--- config.mk ---
export PLATFORM = sky130hd
export DESIGN_NAME = hdtr_regs
export DESIGN_NICKNAME = d
export VERILOG_FILES = /design/src/logic/hdtr_seg_classify.v /design/src/logic/hdtr_len_adjust.v /design/src/logic/hdtr_regs.v
export VERILOG_INCLUDE_DIRS = /design/src /design/src/logic
export SDC_FILE = /design/constraint.sdc
export NUM_CORES = 1
export LEC_CHECK = 0
export ABC_AREA = 1
export BUFFER_PORTS_ARGS = -buffer_cell sky130_fd_sc_hd__buf_2
export CORE_MARGIN = 2
export CORE_UTILIZATION = 33
export CTS_BUF_LIST = sky130_fd_sc_hd__clkbuf_4
export DETAILED_ROUTE_END_ITERATION = 10
export GPL_TIMING_DRIVEN = 1
export SLEW_MARGIN = 30
export SYNTH_ARGS = -nofsm -noshare
export SYNTH_HDL_FRONTEND = slang
export SYNTH_SLANG_ARGS = --single-unit
--- constraint.sdc ---
create_clock -name clk -period 7.7 [get_ports clk]
set_clock_uncertainty 0.05 [all_clocks]
set_input_delay 1.54 -clock clk [delete_from_list [all_inputs] [get_ports clk]]
set_output_delay 1.54 -clock clk [all_outputs]
set_load 0.02 [all_outputs]
--- src/logic/hdtr_map.vh ---
/*
 * Register map, reset values, field positions, segment codes and decode
 * tables of the haptic waveform time offset register bank.
 * Assumes it is included by its bare name from the files under logic/.
 */
`ifndef HDTR_MAP_VH
`define HDTR_MAP_VH

// Register byte addresses.
`define HDTR_ADDR_POS_SUSTAIN 8'h0E
`define HDTR_ADDR_NEG_SUSTAIN 8'h0F
`define HDTR_ADDR_BRAKE 8'h10
`define HDTR_ADDR_ATV_CTRL 8'h11
`define HDTR_ADDR_ATV_FLOOR 8'h12

// Reset values.
`define HDTR_RST_OFFSET 8'h00
`define HDTR_RST_PEAK 2'h0
`define HDTR_RST_LOWPASS 2'h1
`define HDTR_RST_FLOOR 8'h19
`define HDTR_RDATA_NONE 8'h00

// Control register fields.
`define HDTR_PEAK_HI 3
`define HDTR_PEAK_LO 2
`define HDTR_LP_HI 1
`define HDTR_LP_LO 0
`define HDTR_CTRL_RSVD 4'h0

// Segment classes of a library waveform sample.
`define HDTR_SEG_NONE 3'h0
`define HDTR_SEG_OVERDRIVE 3'h1
`define HDTR_SEG_POS 3'h2
`define HDTR_SEG_NEG 3'h3
`define HDTR_SEG_BRAKE 3'h4

// Peak detection window codes and their lengths in ms.
`define HDTR_PEAK_C0 2'h0
`define HDTR_PEAK_C1 2'h1
`define HDTR_PEAK_C2 2'h2
`define HDTR_PEAK_MS0 6'h0A
`define HDTR_PEAK_MS1 6'h14
`define HDTR_PEAK_MS2 6'h1E
`define HDTR_PEAK_MS3 6'h28

// Low-pass cutoff codes and their frequencies in Hz.
`define HDTR_LP_C0 2'h0
`define HDTR_LP_C1 2'h1
`define HDTR_LP_C2 2'h2
`define HDTR_LP_HZ0 8'h64
`define HDTR_LP_HZ1 8'h7D
`define HDTR_LP_HZ2 8'h96
`define HDTR_LP_HZ3 8'hC8

`endif

--- src/logic/hdtr_seg_classify.v ---
/*
 * Combinational classifier that sorts one library waveform sample into its
 * segment class.
 * Assumes the playback engine flags overdrive samples and supplies the most
 * negative amplitude of the waveform being played.
 */
`include "hdtr_map.vh"

module hdtr_seg_classify (
    input wire [7:0] amp,          // Signed sample amplitude.
    input wire in_overdrive,       // Sample lies in the overdrive segment.
    input wire [7:0] wave_min_amp, // Signed most negative amplitude of the waveform.
    output reg [2:0] seg           // Segment class of the sample.
);

    wire signed [7:0] amp_s = amp;
    wire signed [7:0] min_s = wave_min_amp;

    // Overdrive wins, then the most negative value marks braking.
    always @* begin
        if (in_overdrive) begin
            seg = `HDTR_SEG_OVERDRIVE;
        end else if (amp_s < 0 && amp_s == min_s) begin
            seg = `HDTR_SEG_BRAKE;
        end else if (amp_s < 0) begin
            seg = `HDTR_SEG_NEG;
        end else if (amp_s > 0) begin
            seg = `HDTR_SEG_POS;
        end else begin
            seg = `HDTR_SEG_NONE;
        end
    end

endmodule

--- src/logic/hdtr_len_adjust.v ---
/*
 * Combinational length adjuster: adds a signed segment offset to the first
 * sample of a segment and carries any shortfall into later samples of the
 * same segment, so that a segment never goes below zero length.
 * Assumes the caller stores the carried shortfall between samples.
 */
module hdtr_len_adjust (
    input wire [7:0] len,      // Sample length in playback intervals.
    input wire [7:0] offset,   // Signed segment offset in playback intervals.
    input wire [7:0] debt,     // Shortfall left from earlier samples of the segment.
    input wire first,          // Sample opens a new segment.
    output wire [8:0] adj_len, // Adjusted sample length in playback intervals.
    output wire [7:0] debt_nxt // Shortfall to carry to the next sample.
);

    wire signed [9:0] len_s = {2'h0, len};
    wire signed [9:0] off_s = {{2{offset[7]}}, offset};
    wire signed [9:0] debt_s = {2'h0, debt};
    wire signed [9:0] sum = first ? (len_s + off_s) : (len_s - debt_s);
    wire signed [9:0] shortfall = 10'sh000 - sum;

    // A negative total empties the sample instead of wrapping.
    assign adj_len = sum[9] ? 9'h000 : sum[8:0];
    assign debt_nxt = sum[9] ? shortfall[7:0] : 8'h00;

endmodule

--- src/logic/hdtr_regs.v ---
/*
 * Waveform time offset register bank with the sample path it steers:
 * sustain and brake offsets retime library waveform segments, and the
 * audio_vibe_control and input floor set up the audio path.
 * Assumes a serial host front end on the same clock turns transactions into
 * single-cycle register strobes, and that the playback engine presents one
 * library sample per valid strobe, flagging the first sample of a waveform.
 * The loop mode and the sample_step_time are steady levels on the same
 * clock and are sampled together with each library sample.
 */
`include "hdtr_map.vh"

// Operation
// - Positive sustain stretched by signed offset intervals.
// - Non-overdrive positive samples are positive sustain.
// - Negative sustain stretched by signed offset intervals.
// - Non-overdrive negative samples other than the most negative are negative sustain.
// - Brake segment stretched by signed offset intervals.
// - Most negative samples form the brake segment; an overdrive one is classed as overdrive.
// - Brake offset acts only in open loop.
// - Offsets are two's complement, reset to zero.
// - Peak window codes give 10 to 40 ms.
// - Low-pass codes give 100-200 Hz, reset 125.
// - Audio below the input floor is ignored.
module hdtr_regs (
    input wire clk,                    // Device clock, 20 MHz.
    input wire resetn,                 // Synchronous reset, active low.
    input wire [7:0] reg_addr,         // Register address.
    input wire reg_wr,                 // Register write strobe.
    input wire [7:0] reg_wdata,        // Register write data.
    input wire reg_rd,                 // Register read strobe.
    output reg [7:0] reg_rdata,        // Read data, valid the cycle after reg_rd.
    input wire closed_loop,            // Closed-loop drive selected.
    input wire smp_valid,              // Library sample strobe.
    input wire wave_start,             // Sample is the first of a waveform.
    input wire [7:0] smp_amp,          // Signed sample amplitude.
    input wire [7:0] smp_len,          // Sample length in playback intervals.
    input wire smp_overdrive,          // Sample lies in the overdrive segment.
    input wire [7:0] wave_min_amp,     // Signed most negative amplitude of the waveform.
    input wire [4:0] sample_step_time, // Sample_step_time in ms.
    output reg out_valid,              // Adjusted sample strobe.
    output reg [7:0] out_amp,          // Amplitude of the adjusted sample.
    output reg [2:0] out_seg,          // Segment class of the adjusted sample.
    output reg [8:0] out_len,          // Adjusted length in playback intervals.
    output reg [15:0] out_ms,          // Adjusted length in ms.
    input wire audio_valid,            // Audio level sample strobe.
    input wire [7:0] audio_level,      // Audio level in floor code units.
    output reg atv_valid,              // Audio level passed the floor.
    output reg [7:0] atv_level,        // Passed audio level.
    output reg [5:0] atv_peak_ms,      // Selected peak detection window in ms.
    output reg [7:0] atv_cutoff_hz     // Selected low-pass cutoff in Hz.
);

    // Host-visible configuration registers and their next values.
    reg [7:0] pos_sustain_offset_r;
    reg [7:0] pos_sustain_offset_nxt;
    reg [7:0] neg_sustain_offset_r;
    reg [7:0] neg_sustain_offset_nxt;
    reg [7:0] brake_time_offset_r;
    reg [7:0] brake_time_offset_nxt;
    reg [1:0] atv_peak_window_r;
    reg [1:0] atv_peak_window_nxt;
    reg [1:0] atv_lowpass_select_r;
    reg [1:0] atv_lowpass_select_nxt;
    reg [7:0] atv_input_floor_r;
    reg [7:0] atv_input_floor_nxt;
    reg [7:0] rdata_nxt;

    // Segment run tracking and the offset chosen for the current sample.
    reg [2:0] prev_seg_r;
    reg [2:0] prev_seg_nxt;
    reg [7:0] debt_r;
    reg [7:0] debt_nxt;
    reg seg_open_r;
    reg seg_open_nxt;
    reg [7:0] seg_offset;

    // Next values of the registered sample and audio outputs.
    reg out_valid_nxt;
    reg [7:0] out_amp_nxt;
    reg [2:0] out_seg_nxt;
    reg [8:0] out_len_nxt;
    reg [15:0] out_ms_nxt;
    reg atv_valid_nxt;
    reg [7:0] atv_level_nxt;
    reg [5:0] atv_peak_ms_nxt;
    reg [7:0] atv_cutoff_hz_nxt;

    // Classifier and adjuster results for the sample on the inputs.
    wire [2:0] cur_seg;
    wire seg_first;
    wire [8:0] adj_len;
    wire [7:0] carry_len;
    wire [13:0] len_ms;

    // Table decodes of the control fields.
    function [5:0] peak_ms;
        input [1:0] code;
        begin
            case (code)
                `HDTR_PEAK_C0: peak_ms = `HDTR_PEAK_MS0;
                `HDTR_PEAK_C1: peak_ms = `HDTR_PEAK_MS1;
                `HDTR_PEAK_C2: peak_ms = `HDTR_PEAK_MS2;
                default: peak_ms = `HDTR_PEAK_MS3;
            endcase
        end
    endfunction

    function [7:0] cutoff_hz;
        input [1:0] code;
        begin
            case (code)
                `HDTR_LP_C0: cutoff_hz = `HDTR_LP_HZ0;
                `HDTR_LP_C1: cutoff_hz = `HDTR_LP_HZ1;
                `HDTR_LP_C2: cutoff_hz = `HDTR_LP_HZ2;
                default: cutoff_hz = `HDTR_LP_HZ3;
            endcase
        end
    endfunction

    // Audio at or above the floor is passed; below it is ignored.
    function floor_pass;
        input [7:0] level;
        input [7:0] limit;
        begin
            floor_pass = (level >= limit);
        end
    endfunction

    // Register writes land at the strobe edge; control bits 7 to 4 are
    // not stored and read back as zero.
    always @* begin
        pos_sustain_offset_nxt = pos_sustain_offset_r;
        neg_sustain_offset_nxt = neg_sustain_offset_r;
        brake_time_offset_nxt = brake_time_offset_r;
        atv_peak_window_nxt = atv_peak_window_r;
        atv_lowpass_select_nxt = atv_lowpass_select_r;
        atv_input_floor_nxt = atv_input_floor_r;
        if (reg_wr) begin
            case (reg_addr)
                `HDTR_ADDR_POS_SUSTAIN: pos_sustain_offset_nxt = reg_wdata;
                `HDTR_ADDR_NEG_SUSTAIN: neg_sustain_offset_nxt = reg_wdata;
                `HDTR_ADDR_BRAKE: brake_time_offset_nxt = reg_wdata;
                `HDTR_ADDR_ATV_CTRL: begin
                    atv_peak_window_nxt = reg_wdata[`HDTR_PEAK_HI:`HDTR_PEAK_LO];
                    atv_lowpass_select_nxt = reg_wdata[`HDTR_LP_HI:`HDTR_LP_LO];
                end
                `HDTR_ADDR_ATV_FLOOR: atv_input_floor_nxt = reg_wdata;
                default: begin
                end
            endcase
        end
    end

    // Register reads; reserved control bits and unmapped addresses read zero.
    // A read in the same cycle as a write returns the old contents.
    always @* begin
        case (reg_addr)
            `HDTR_ADDR_POS_SUSTAIN: rdata_nxt = pos_sustain_offset_r;
            `HDTR_ADDR_NEG_SUSTAIN: rdata_nxt = neg_sustain_offset_r;
            `HDTR_ADDR_BRAKE: rdata_nxt = brake_time_offset_r;
            `HDTR_ADDR_ATV_CTRL: rdata_nxt = {`HDTR_CTRL_RSVD, atv_peak_window_r, atv_lowpass_select_r};
            `HDTR_ADDR_ATV_FLOOR: rdata_nxt = atv_input_floor_r;
            default: rdata_nxt = `HDTR_RDATA_NONE;
        endcase
    end

    always @(posedge clk) begin
        if (!resetn) begin
            pos_sustain_offset_r <= `HDTR_RST_OFFSET;
            neg_sustain_offset_r <= `HDTR_RST_OFFSET;
            brake_time_offset_r <= `HDTR_RST_OFFSET;
            atv_peak_window_r <= `HDTR_RST_PEAK;
            atv_lowpass_select_r <= `HDTR_RST_LOWPASS;
            atv_input_floor_r <= `HDTR_RST_FLOOR;
        end else begin
            pos_sustain_offset_r <= pos_sustain_offset_nxt;
            neg_sustain_offset_r <= neg_sustain_offset_nxt;
            brake_time_offset_r <= brake_time_offset_nxt;
            atv_peak_window_r <= atv_peak_window_nxt;
            atv_lowpass_select_r <= atv_lowpass_select_nxt;
            atv_input_floor_r <= atv_input_floor_nxt;
        end
    end

    // Read data is captured at the strobe edge and held until the next read.
    always @(posedge clk) begin
        if (!resetn) begin
            reg_rdata <= `HDTR_RDATA_NONE;
        end else if (reg_rd) begin
            reg_rdata <= rdata_nxt;
        end
    end

    // Sort the sample on the inputs into its segment class.
    hdtr_seg_classify hdtr_seg_classify_inst (
        .amp(smp_amp),
        .in_overdrive(smp_overdrive),
        .wave_min_amp(wave_min_amp),
        .seg(cur_seg)
    );

    // Offset chosen by segment; overdrive and silence pass unchanged.
    // In closed loop the drive loop times braking, so the brake offset is kept but not applied.
    always @* begin
        case (cur_seg)
            `HDTR_SEG_POS: seg_offset = pos_sustain_offset_r;
            `HDTR_SEG_NEG: seg_offset = neg_sustain_offset_r;
            `HDTR_SEG_BRAKE: seg_offset = closed_loop ? `HDTR_RST_OFFSET : brake_time_offset_r;
            default: seg_offset = `HDTR_RST_OFFSET;
        endcase
    end

    // The offset is applied once per segment run, at its first sample.
    // A run opens on the first sample of a waveform, on the first sample
    // since reset and whenever the class changes. A shortfall left when the
    // class changes is dropped, because the adjuster reads the carried debt
    // only on samples that continue a run.
    assign seg_first = wave_start | ~seg_open_r | (cur_seg != prev_seg_r);

    // Add the offset on the first sample of a run and carry any shortfall.
    hdtr_len_adjust hdtr_len_adjust_inst (
        .len(smp_len),
        .offset(seg_offset),
        .debt(debt_r),
        .first(seg_first),
        .adj_len(adj_len),
        .debt_nxt(carry_len)
    );

    // A 9-bit length times a 5-bit interval fits the 14-bit product.
    assign len_ms = adj_len * sample_step_time;

    // Sample path next values; the data outputs hold between samples.
    always @* begin
        out_valid_nxt = smp_valid;
        prev_seg_nxt = prev_seg_r;
        debt_nxt = debt_r;
        seg_open_nxt = seg_open_r;
        out_amp_nxt = out_amp;
        out_seg_nxt = out_seg;
        out_len_nxt = out_len;
        out_ms_nxt = out_ms;
        if (smp_valid) begin
            prev_seg_nxt = cur_seg;
            debt_nxt = carry_len;
            seg_open_nxt = 1'h1;
            out_amp_nxt = smp_amp;
            out_seg_nxt = cur_seg;
            out_len_nxt = adj_len;
            out_ms_nxt = {2'h0, len_ms};
        end
    end

    // Audio path next values: floor gate plus decoded window and cutoff.
    always @* begin
        atv_valid_nxt = 1'h0;
        atv_level_nxt = atv_level;
        if (audio_valid && floor_pass(audio_level, atv_input_floor_r)) begin
            atv_valid_nxt = 1'h1;
            atv_level_nxt = audio_level;
        end
        atv_peak_ms_nxt = peak_ms(atv_peak_window_r);
        atv_cutoff_hz_nxt = cutoff_hz(atv_lowpass_select_r);
    end

    // Sample path registers.
    always @(posedge clk) begin
        if (!resetn) begin
            prev_seg_r <= `HDTR_SEG_NONE;
            debt_r <= `HDTR_RST_OFFSET;
            seg_open_r <= 1'h0;
            out_valid <= 1'h0;
            out_amp <= 8'h00;
            out_seg <= `HDTR_SEG_NONE;
            out_len <= 9'h000;
            out_ms <= 16'h0000;
        end else begin
            prev_seg_r <= prev_seg_nxt;
            debt_r <= debt_nxt;
            seg_open_r <= seg_open_nxt;
            out_valid <= out_valid_nxt;
            out_amp <= out_amp_nxt;
            out_seg <= out_seg_nxt;
            out_len <= out_len_nxt;
            out_ms <= out_ms_nxt;
        end
    end

    // Audio outputs; the decodes follow a control write one edge later.
    always @(posedge clk) begin
        if (!resetn) begin
            atv_valid <= 1'h0;
            atv_level <= 8'h00;
            atv_peak_ms <= `HDTR_PEAK_MS0;
            atv_cutoff_hz <= `HDTR_LP_HZ1;
        end else begin
            atv_valid <= atv_valid_nxt;
            atv_level <= atv_level_nxt;
            atv_peak_ms <= atv_peak_ms_nxt;
            atv_cutoff_hz <= atv_cutoff_hz_nxt;
        end
    end

endmodule

* After elaboration in Yosys (flattened, before gate mapping)
Cells that the tools add are included.
** Storage, ports and cells
- Flip-flop bits (word level) :: 111
- Bits of input ports :: 62
- Output and inout bits :: 68
** Operators by class
- Add/sub/neg operators :: 3
- Multipliers :: 1
- Magnitude comparators :: 3
- Eq/ne operators :: 14
- Muxes and demuxes :: 13
- Bitwise operators :: 3
- Reduce and logical (&&, ||, !) cells :: 9
** Operators with widths (number)
- $pmux W8 S3 :: 2
- $pmux W8 S5 :: 1
- $eq A8 B5 Y1 const B :: 3
- $pmux W6 S3 :: 1
- $eq A8 B4 Y1 const B :: 2
- $mux W8 :: 2
- $mul A9 B5 Y14 :: 1
- $add A9 B8 Y10 :: 1
- $mux W10 :: 1
- $reduce_and A2 Y1 :: 5
- $mux W3 :: 3
- $mux W9 :: 1
- $sub A8 B8 Y9 :: 1
- $eq A8 B8 Y1 :: 1
- $ge A8 B8 Y1 :: 1
- $gt A8 B1 Y1 const B :: 1
- $lt A8 B1 Y1 const B :: 1
- $sub A1 B8 Y8 const A :: 1
- $eq A3 B2 Y1 const B :: 2
- $eq A2 B1 Y1 const B :: 2
- $eq A2 B2 Y1 const B :: 2
- $logic_not A2 Y1 :: 2
- $eq A3 B3 Y1 const B :: 1
- $ne A3 B3 Y1 :: 1
- 5 further kinds :: 7

* Depth between registers and ports, before layout
Gate-level depths: netlist (run 1).
- Depth after elaboration :: 11
- Depth in mapped cells :: 44

* Cells and area by module
Synthesis (run 1) repeated with hierarchy kept, for this count alone.
** Unflattened totals
- Cells, all modules :: 1183
- Area, all modules :: 7817.5 µm²
** By module, submodules not included
- hdtr_regs :: instances 1, cells an instance 898, area an instance 6323.6 µm², sequential area each 2182.1 µm²
- hdtr_len_adjust :: instances 1, cells an instance 244, area an instance 1300.0 µm², sequential area each 0.0 µm²
- hdtr_seg_classify :: instances 1, cells an instance 41, area an instance 193.9 µm², sequential area each 0.0 µm²

* Worst setup path after synthesis (run 1)
No wires, ideal clock.
- Kind :: input to register
- From :: in smp_amp[6]
- To :: reg out_ms[12]
- Library setup time :: 109 ps
- Arrival time :: 7127 ps
- Data required time :: 7541 ps
- Setup slack :: 414 ps
- Stages on the path :: 40
- Cell sequence :: xnor2_1 nand2_2 nor2_1 nand2_1 nand2_2 nor2_1 inv_1 o221ai_1 ha_1 a21o_1 nand2_1 nand2_1 a21oi_1 o21ai_0 a21oi_1 nor2_1 o21ai_4 nand2_8 [4 not listed] fa_1 inv_1 fa_1 inv_1 ha_1 a21oi_1 nand2_1 a21oi_1 o21bai_1 a21oi_1 o21bai_1 a21o_1 nand2_1 nand2_1 nand2_1 nand3_1 nand2_1 inv_1
** On the way
- Longest elaborated chain between the ends :: 11
** Ends and longest elaborated chain
- from (decl) :: line hdtr_regs.v:36 : input wire [7:0] smp_amp,
- $gt A8 B1 Y1 :: line hdtr_seg_classify.v:27 : end else if (amp_s > 0) begin
- $mux W2 :: line hdtr_seg_classify.v:27
- $mux W3 :: line hdtr_seg_classify.v:25 : end else if (amp_s < 0) begin
- $mux W3 * :: line hdtr_seg_classify.v:23 : end else if (amp_s < 0 && amp_s == min_s) begin
- $mux W3 * :: line hdtr_seg_classify.v:21 : if (in_overdrive) begin
- $eq A3 B3 Y1 or $eq A3 B2 Y1 (tied branches) :: line hdtr_regs.v:206 : case (cur_seg)
- $pmux W8 S3 :: line hdtr_regs.v:206
- $add A9 B8 Y10 :: line hdtr_len_adjust.v:19 : wire signed [9:0] sum = first ? (len_s + off_s) : (len_s - debt_s);
- $mux W10 * :: line hdtr_len_adjust.v:19
- $mux W9 * :: line hdtr_len_adjust.v:23 : assign adj_len = sum[9] ? 9'h000 : sum[8:0];
- $mul A9 B5 Y14 * :: line hdtr_regs.v:232 : assign len_ms = adj_len * sample_step_time;
- to (signal assigned) :: line hdtr_regs.v:286 : out_ms <= out_ms_nxt;
- to (decl) :: line hdtr_regs.v:45 : output reg [15:0] out_ms,
Every way passes the cells marked *; elsewhere a longest branch is shown, timed or not.
A chain may end at the register's enable or synchronous reset.

* Worst setup path after layout (run 1)
- From :: in smp_amp[3]
- To :: reg out_ms[12]
The elaborated chain is that of the path after synthesis.

==> results of run 1 <==
==> layout make-up <==
| type | count | area (um^2) | share of cell area |
|---|---|---|---|
| Sequential cell | 109 | 2180 | 0.256 |
| Timing Repair Buffer | 175 | 998 | 0.117 |
| Multi-Input combinational cell | 672 | 4240 | 0.498 |
| Inverter | 156 | 589 | 0.0692 |
| Tap cell | 275 | 344 | 0.0404 |
| Clock buffer | 9 | 67.6 | 0.00794 |
| Clock inverter | 7 | 91.3 | 0.0107 |
==> metrics by stage <==
step	instance area, um^2	utilization	hold WS, ps	std cells	TNS (ps)
after floorplan	7140	-	386	966	0
after global placement	8340	0.396	397	1387	0
after detailed placement	8340	0.396	405	1387	-388
after CTS	8500	0.403	429	1403	0
after global routing	8510	0.404	439	1403	0
final	8510	0.404	426	1403	0
==> report_power, final <==
| part | switching (mW) | leakage (nW) | internal [mW] | total [mW] |
|---|---|---|---|---|
| Combinational | 0.264 | 3.22 | 0.191 | 0.455 |
| Clock | 0.219 | 0.0871 | 0.107 | 0.327 |
| Sequential | 0.0126 | 0.890 | 0.590 | 0.603 |
| Total | 0.496 | 4.19 | 0.888 | 1.38 |
==> worst min-delay path by stage <==
stage	startpoint	end	slack, ps
6_report	reg_rdata[5]$_SDFFE_PN0P_	reg_rdata[5]$_SDFFE_PN0P_	430
5_1_grt	reg_rdata[7]$_SDFFE_PN0P_	reg_rdata[7]$_SDFFE_PN0P_	440
4_1_cts	debt_r[3]$_SDFFE_PN0P_	debt_r[3]$_SDFFE_PN0P_	430
3_5_place_dp	debt_r[3]$_SDFFE_PN0P_	debt_r[3]$_SDFFE_PN0P_	410
3_3_place_gp	seg_open_r$_SDFFE_PN0P_	seg_open_r$_SDFFE_PN0P_	400
2_1_floorplan	seg_open_r$_SDFFE_PN0P_	seg_open_r$_SDFFE_PN0P_	390
==> repair_timing <==
action                     in CTS  in global routing
setup endpoints to repair       0                  4
resized for setup               0                  5
hold endpoints to repair        0                  0
buffers inserted                0                  0
==> worst max-delay path: cells and delay by family <==
family,cells,cell delay (ps)
and+or+nand+nor,19,1640
adders and majority gates,5,2200
buffers and inverters,8,530
AOI/OAI and AO/OA,12,1640
==> cells in the mapped netlist, types with 5 or more instances <==
library cell | n | share of area
nand2_4 | 8 | 0.013
nand2_1 | 155 | 0.082
o21bai_1 | 7 | 0.0074
inv_2 | 10 | 0.0053
dfxtp_1 | 109 | 0.31
xor2_1 | 13 | 0.016
a31oi_1 | 5 | 0.0044
inv_1 | 141 | 0.074
o221ai_1 | 7 | 0.0086
nor2_4 | 13 | 0.021
ha_1 | 57 | 0.10
o21ai_0 | 87 | 0.061
nor2_1 | 112 | 0.059
xnor2_1 | 8 | 0.0098
nand3_1 | 31 | 0.022
nand2_2 | 16 | 0.014
fa_1 | 23 | 0.065
a21oi_2 | 5 | 0.0061
or2_2 | 5 | 0.0044
clkbuf_1 | 19 | 0.010
a21oi_1 | 81 | 0.057
==> metal layers <==
layer  vias to the layer above  share of wire
met5                         -              0
met4                         0          0.015
met3                        21          0.059
met2                       180           0.49
met1                      3021           0.43
li1                       3393              -
==> logic make-up after synthesis <==
logic type | share of synthesized area
xor gates and xnor gates | 0.0258
buffers and inverters | 0.103
and+or+nand+nor | 0.235
other | 0.000526
AOI/OAI and AO/OA | 0.166
adders and majority gates | 0.165
DFF | 0.306
==> impl_metrics.tcl, run 1 <==
set metrics [dict create \
    maxSlewViolCount 0 \
    fill_cells 2240 \
    ys_ff_latch 109 \
    vias_per_cell 4.71 \
    start_util 0.338 \
    drive_gt1_frac 0.235 \
    grt_setup_unrepaired "no" \
    drt_iter0_drc 368 \
    vias 6615 \
    r2r-end "out_ms[12]$_SDFFE_PN0P_" \
    die-area_um2 22800 \
    yosysSeqAreaShare 0.306 \
    drt-total-wl_um 18800 \
    crit_type "in -> reg" \
    grt_remaining_overflow 0 \
    htree_levels 3 \
    antenna_cells 0 \
    wl_per_cell_um 13.4 \
    rows 53 \
    core_area_um2 21100 \
    cpPeakStageDelay_ps 550 \
    ys_types 48 \
    end_kind "flip-flop" \
    setup_viol 0 \
    portBuffers 126 \
    fin_ws_ps 498 \
    final_hold_viol_count 0 \
    antenna_found_initial 0 \
    antenna_left 0 \
    syn_inst 964 \
    p_per_area_nw_per_um2 163 \
    io_pins 130 \
    largest_register "out_ms" \
    syn-cell-area_um2 7130 \
    grt_use_met1 0.209 \
    fin_crit_sh 0.935 \
    drc 0 \
    worst_path_most_repeated_cell "nand2_1" \
    die_w_um 151 \
    grt_pass1_vias 6188 \
    grt_use_met3 0.0364 \
    layout_common_cells "nand2_1, inv_1, buf_2" \
    crit_path_end "out_ms[12]$_SDFFE_PN0P_" \
    r2r-start "neg_sustain_offset_r[4]$_SDFFE_PN0P_" \
    max-slew-margin-rel 0.388 \
    crit_fanout 8 \
    synth-async-reset-ratio 0 \
    cts.sinks 109 \
    tightest_slew_ps 916 \
    max_freq_ghz 0.139 \
    area_growth_syn_to_layout_pct 19.3 \
    rrSetupSlack_ps 1910 \
    hp-class "reg -> reg" \
    cts_tree "done" \
    gp_congestion 0.893 \
    p_total_mw 1.38 \
    fp.dieH_um 151 \
    grt.total_usage 0.169 \
    dp_hpwl_um 14600 \
    met2_usage 0.299 \
    cts_made_buffers 9 \
    slowest_stage "fa_1" \
    holdPathStages 2 \
    reg2reg_depth 37 \
    fin_nets 1265 \
    reg_top3 "out_ms (14), out_len (9)" \
    largest_reg_flops 14 \
    post-place-ws_ps -150 \
    yosysWarnings 0 \
    final_common_cell "nand2_1" \
    grt.busiest_layer "met2" \
    leakage_nw 4.19 \
    synth_edf_count 0 \
    cts_buffer_depth 2 \
    cp-startpoint "smp_amp[3]" \
    cts_hold_buf 0 \
    finalCriticalPeriod_ps 7200 \
    syn_avg_cell_area_um2 7.40 \
    cp-start-kind "primary input" \
    vdd_drop_max_mv 0.0988 \
    grt_first_pass_wirelength_um 30200 \
    status "completed" \
    arrival_ps 7570 \
    clk-insertion-delay-late_ps 510 \
    synth_ff_type "dfxtp_1" \
    root_buffer "clkbuf_4" \
    grt_max_degree 79 \
    clk_pin_slew_ps 180 \
    dr.pass1.iters 7 \
    cp.required_ps 8060 \
    drv_cap 0 \
]
(Power assumes the default switching activity.)
==> inputs of run 2 (changes only) <==
==> constraint.sdc (replaced) <==
create_clock -name clk -period 8.5 [get_ports clk]
set_clock_uncertainty 0.05 [all_clocks]
set_input_delay 1.7 -clock clk [delete_from_list [all_inputs] [get_ports clk]]
set_output_delay 1.7 -clock clk [all_outputs]
set_load 0.02 [all_outputs]
==> run 2 against run 1 <==
Against the previous run: flip-flop and latch count did not move; non-clock buffer count fell by 43; first-iteration DRC count fell by 4.1%; hold slack got worse by 5.3 ps; setup slack improved by 290 ps; clock power fell by 17%; largest power group unchanged.
==> impl_metrics.tcl, run 2 (synthesized netlist as in run 1, its figures left out) <==
set metrics [dict create \
    p_per_area_nw_per_um2 145 \
    drc 0 \
    antenna_found_initial 0 \
    root_buffer "clkbuf_4" \
    cp.required_ps 8860 \
    end_kind "flip-flop" \
    antenna_left 0 \
    grt_max_degree 79 \
    cts_made_buffers 9 \
    rows 53 \
    cts_resized 0 \
    fin_nets 1222 \
    utilization 0.386 \
    stdcell_area_um2 8150 \
    cts_setup_buffers 0 \
    drv_cap 0 \
    r2r-start "pos_sustain_offset_r[2]$_SDFFE_PN0P_" \
    grt.total_usage 0.167 \
    clk_pin_slew_ps 180 \
    drt-total-wl_um 18400 \
    worst_path_most_repeated_cell "nand2_1" \
    wl_per_cell_um 13.6 \
    cts_buffer_depth 2 \
    vdd_drop_max_mv 0.0793 \
    slowest_stage "fa_1" \
    layout_common_cells "nand2_1, inv_1, buf_2" \
    hp-class "reg -> reg" \
    grt_setup_unrepaired "no" \
    die-area_um2 22800 \
    area_growth_syn_to_layout_pct 14.2 \
    antenna_cells 0 \
    portBuffers 126 \
    core_area_um2 21100 \
    largest_reg_flops 14 \
    max_freq_ghz 0.130 \
    finalCriticalPeriod_ps 7720 \
    start_util 0.338 \
    hp-start "seg_open_r$_SDFFE_PN0P_" \
    htree_levels 3 \
    max-slew-margin-rel 0.424 \
    setup_viol 0 \
    drive_gt1_frac 0.199 \
    die_w_um 151 \
    cpPeakStageDelay_ps 560 \
    place_area_um2 8020 \
    crit_type "in -> reg" \
    cts_tree "done" \
    status "completed" \
    crit_fanout 10 \
    grt_remaining_overflow 0 \
    leakage_nw 3.97 \
    dr.pass1.iters 5 \
    arrival_ps 8070 \
    grt_first_pass_wirelength_um 30100 \
    cp-startpoint "smp_amp[7]" \
    tns_ps 0 \
    gp_congestion 0.860 \
    reg_top3 "out_ms (14), out_len (9)" \
    io_pins 130 \
    vias_per_cell 4.70 \
    drt_iter0_drc 353 \
    dp_hpwl_um 14400 \
    fp.dieH_um 151 \
    grt_pass1_vias 6061 \
    final_common_cell "nand2_1" \
    tightest_slew_ps 863 \
    fin_crit_sh 0.908 \
    vias 6386 \
    cp-start-kind "primary input" \
    clk-insertion-delay-late_ps 510 \
    hold_ws_ps 421 \
    cts_hold_buf 0 \
    cts.sinks 109 \
    maxSlewViolCount 0 \
    largest_register "out_ms" \
    final_hold_viol_count 0 \
]
run 2: cell types whose count changed in the layout (fill, tap and decap cells not counted), sizes merged:
| cell | previous run | this run |
|---|---|---|
| buf | 175 | 132 |
| inv | 155 | 153 |
run 2: through the flow:
stage	power, mW	setup WS (ps)	instances
after floorplan	0.815	1050	966
after global placement	0.918	352	1344
after detailed placement	0.919	234	1344
after CTS	1.20	777	1358
after global routing	1.26	90.8	1358
final	1.18	785	1358
run 2: worst max-delay path, delay by kind of cell:
kind	cells	cell delay, ps
adders and majority gates	5	2220
buffers and inverters	9	790
AOI/OAI and AO/OA	12	1760
and+or+nand+nor	18	1580
run 2: power breakdown:
group	total, mW	leakage (nW)	switching (mW)	internal (mW)
combinational	0.362	3.01	0.231	0.131
sequential	0.546	0.890	0.0116	0.535
clock	0.271	0.0722	0.183	0.0884
total	1.18	3.97	0.425	0.754
run 2: metal layers:
layer  up-vias  routed length, um  global-route usage  share of wire
li1       3309                  -                   -              -
met4         0                354              0.0500          0.019
met5         -                  0                   0              0
met3        26                952              0.0313          0.052
met2       157               9010               0.290           0.49
met1      2894               8120               0.210           0.44
run 2: layout make-up:
cell class	count	area [um^2]
clock buffers	9	67.6
clock inverters	5	61.3
fillers	2269	12900
inverters	156	589
multi-input cells	672	4230
flip-flops and latches	109	2180
well taps	275	344
repair buffers	132	676
run 2: final timing paths:
path,end,slack [ps],cells past startpoint
setup / recovery,out_ms[12]$_SDFFE_PN0P_,780,44
hold / removal,seg_open_r$_SDFFE_PN0P_,420,2
setup reg to reg,out_ms[12]$_SDFFE_PN0P_,2520,34
hold reg to reg,seg_open_r$_SDFFE_PN0P_,420,2
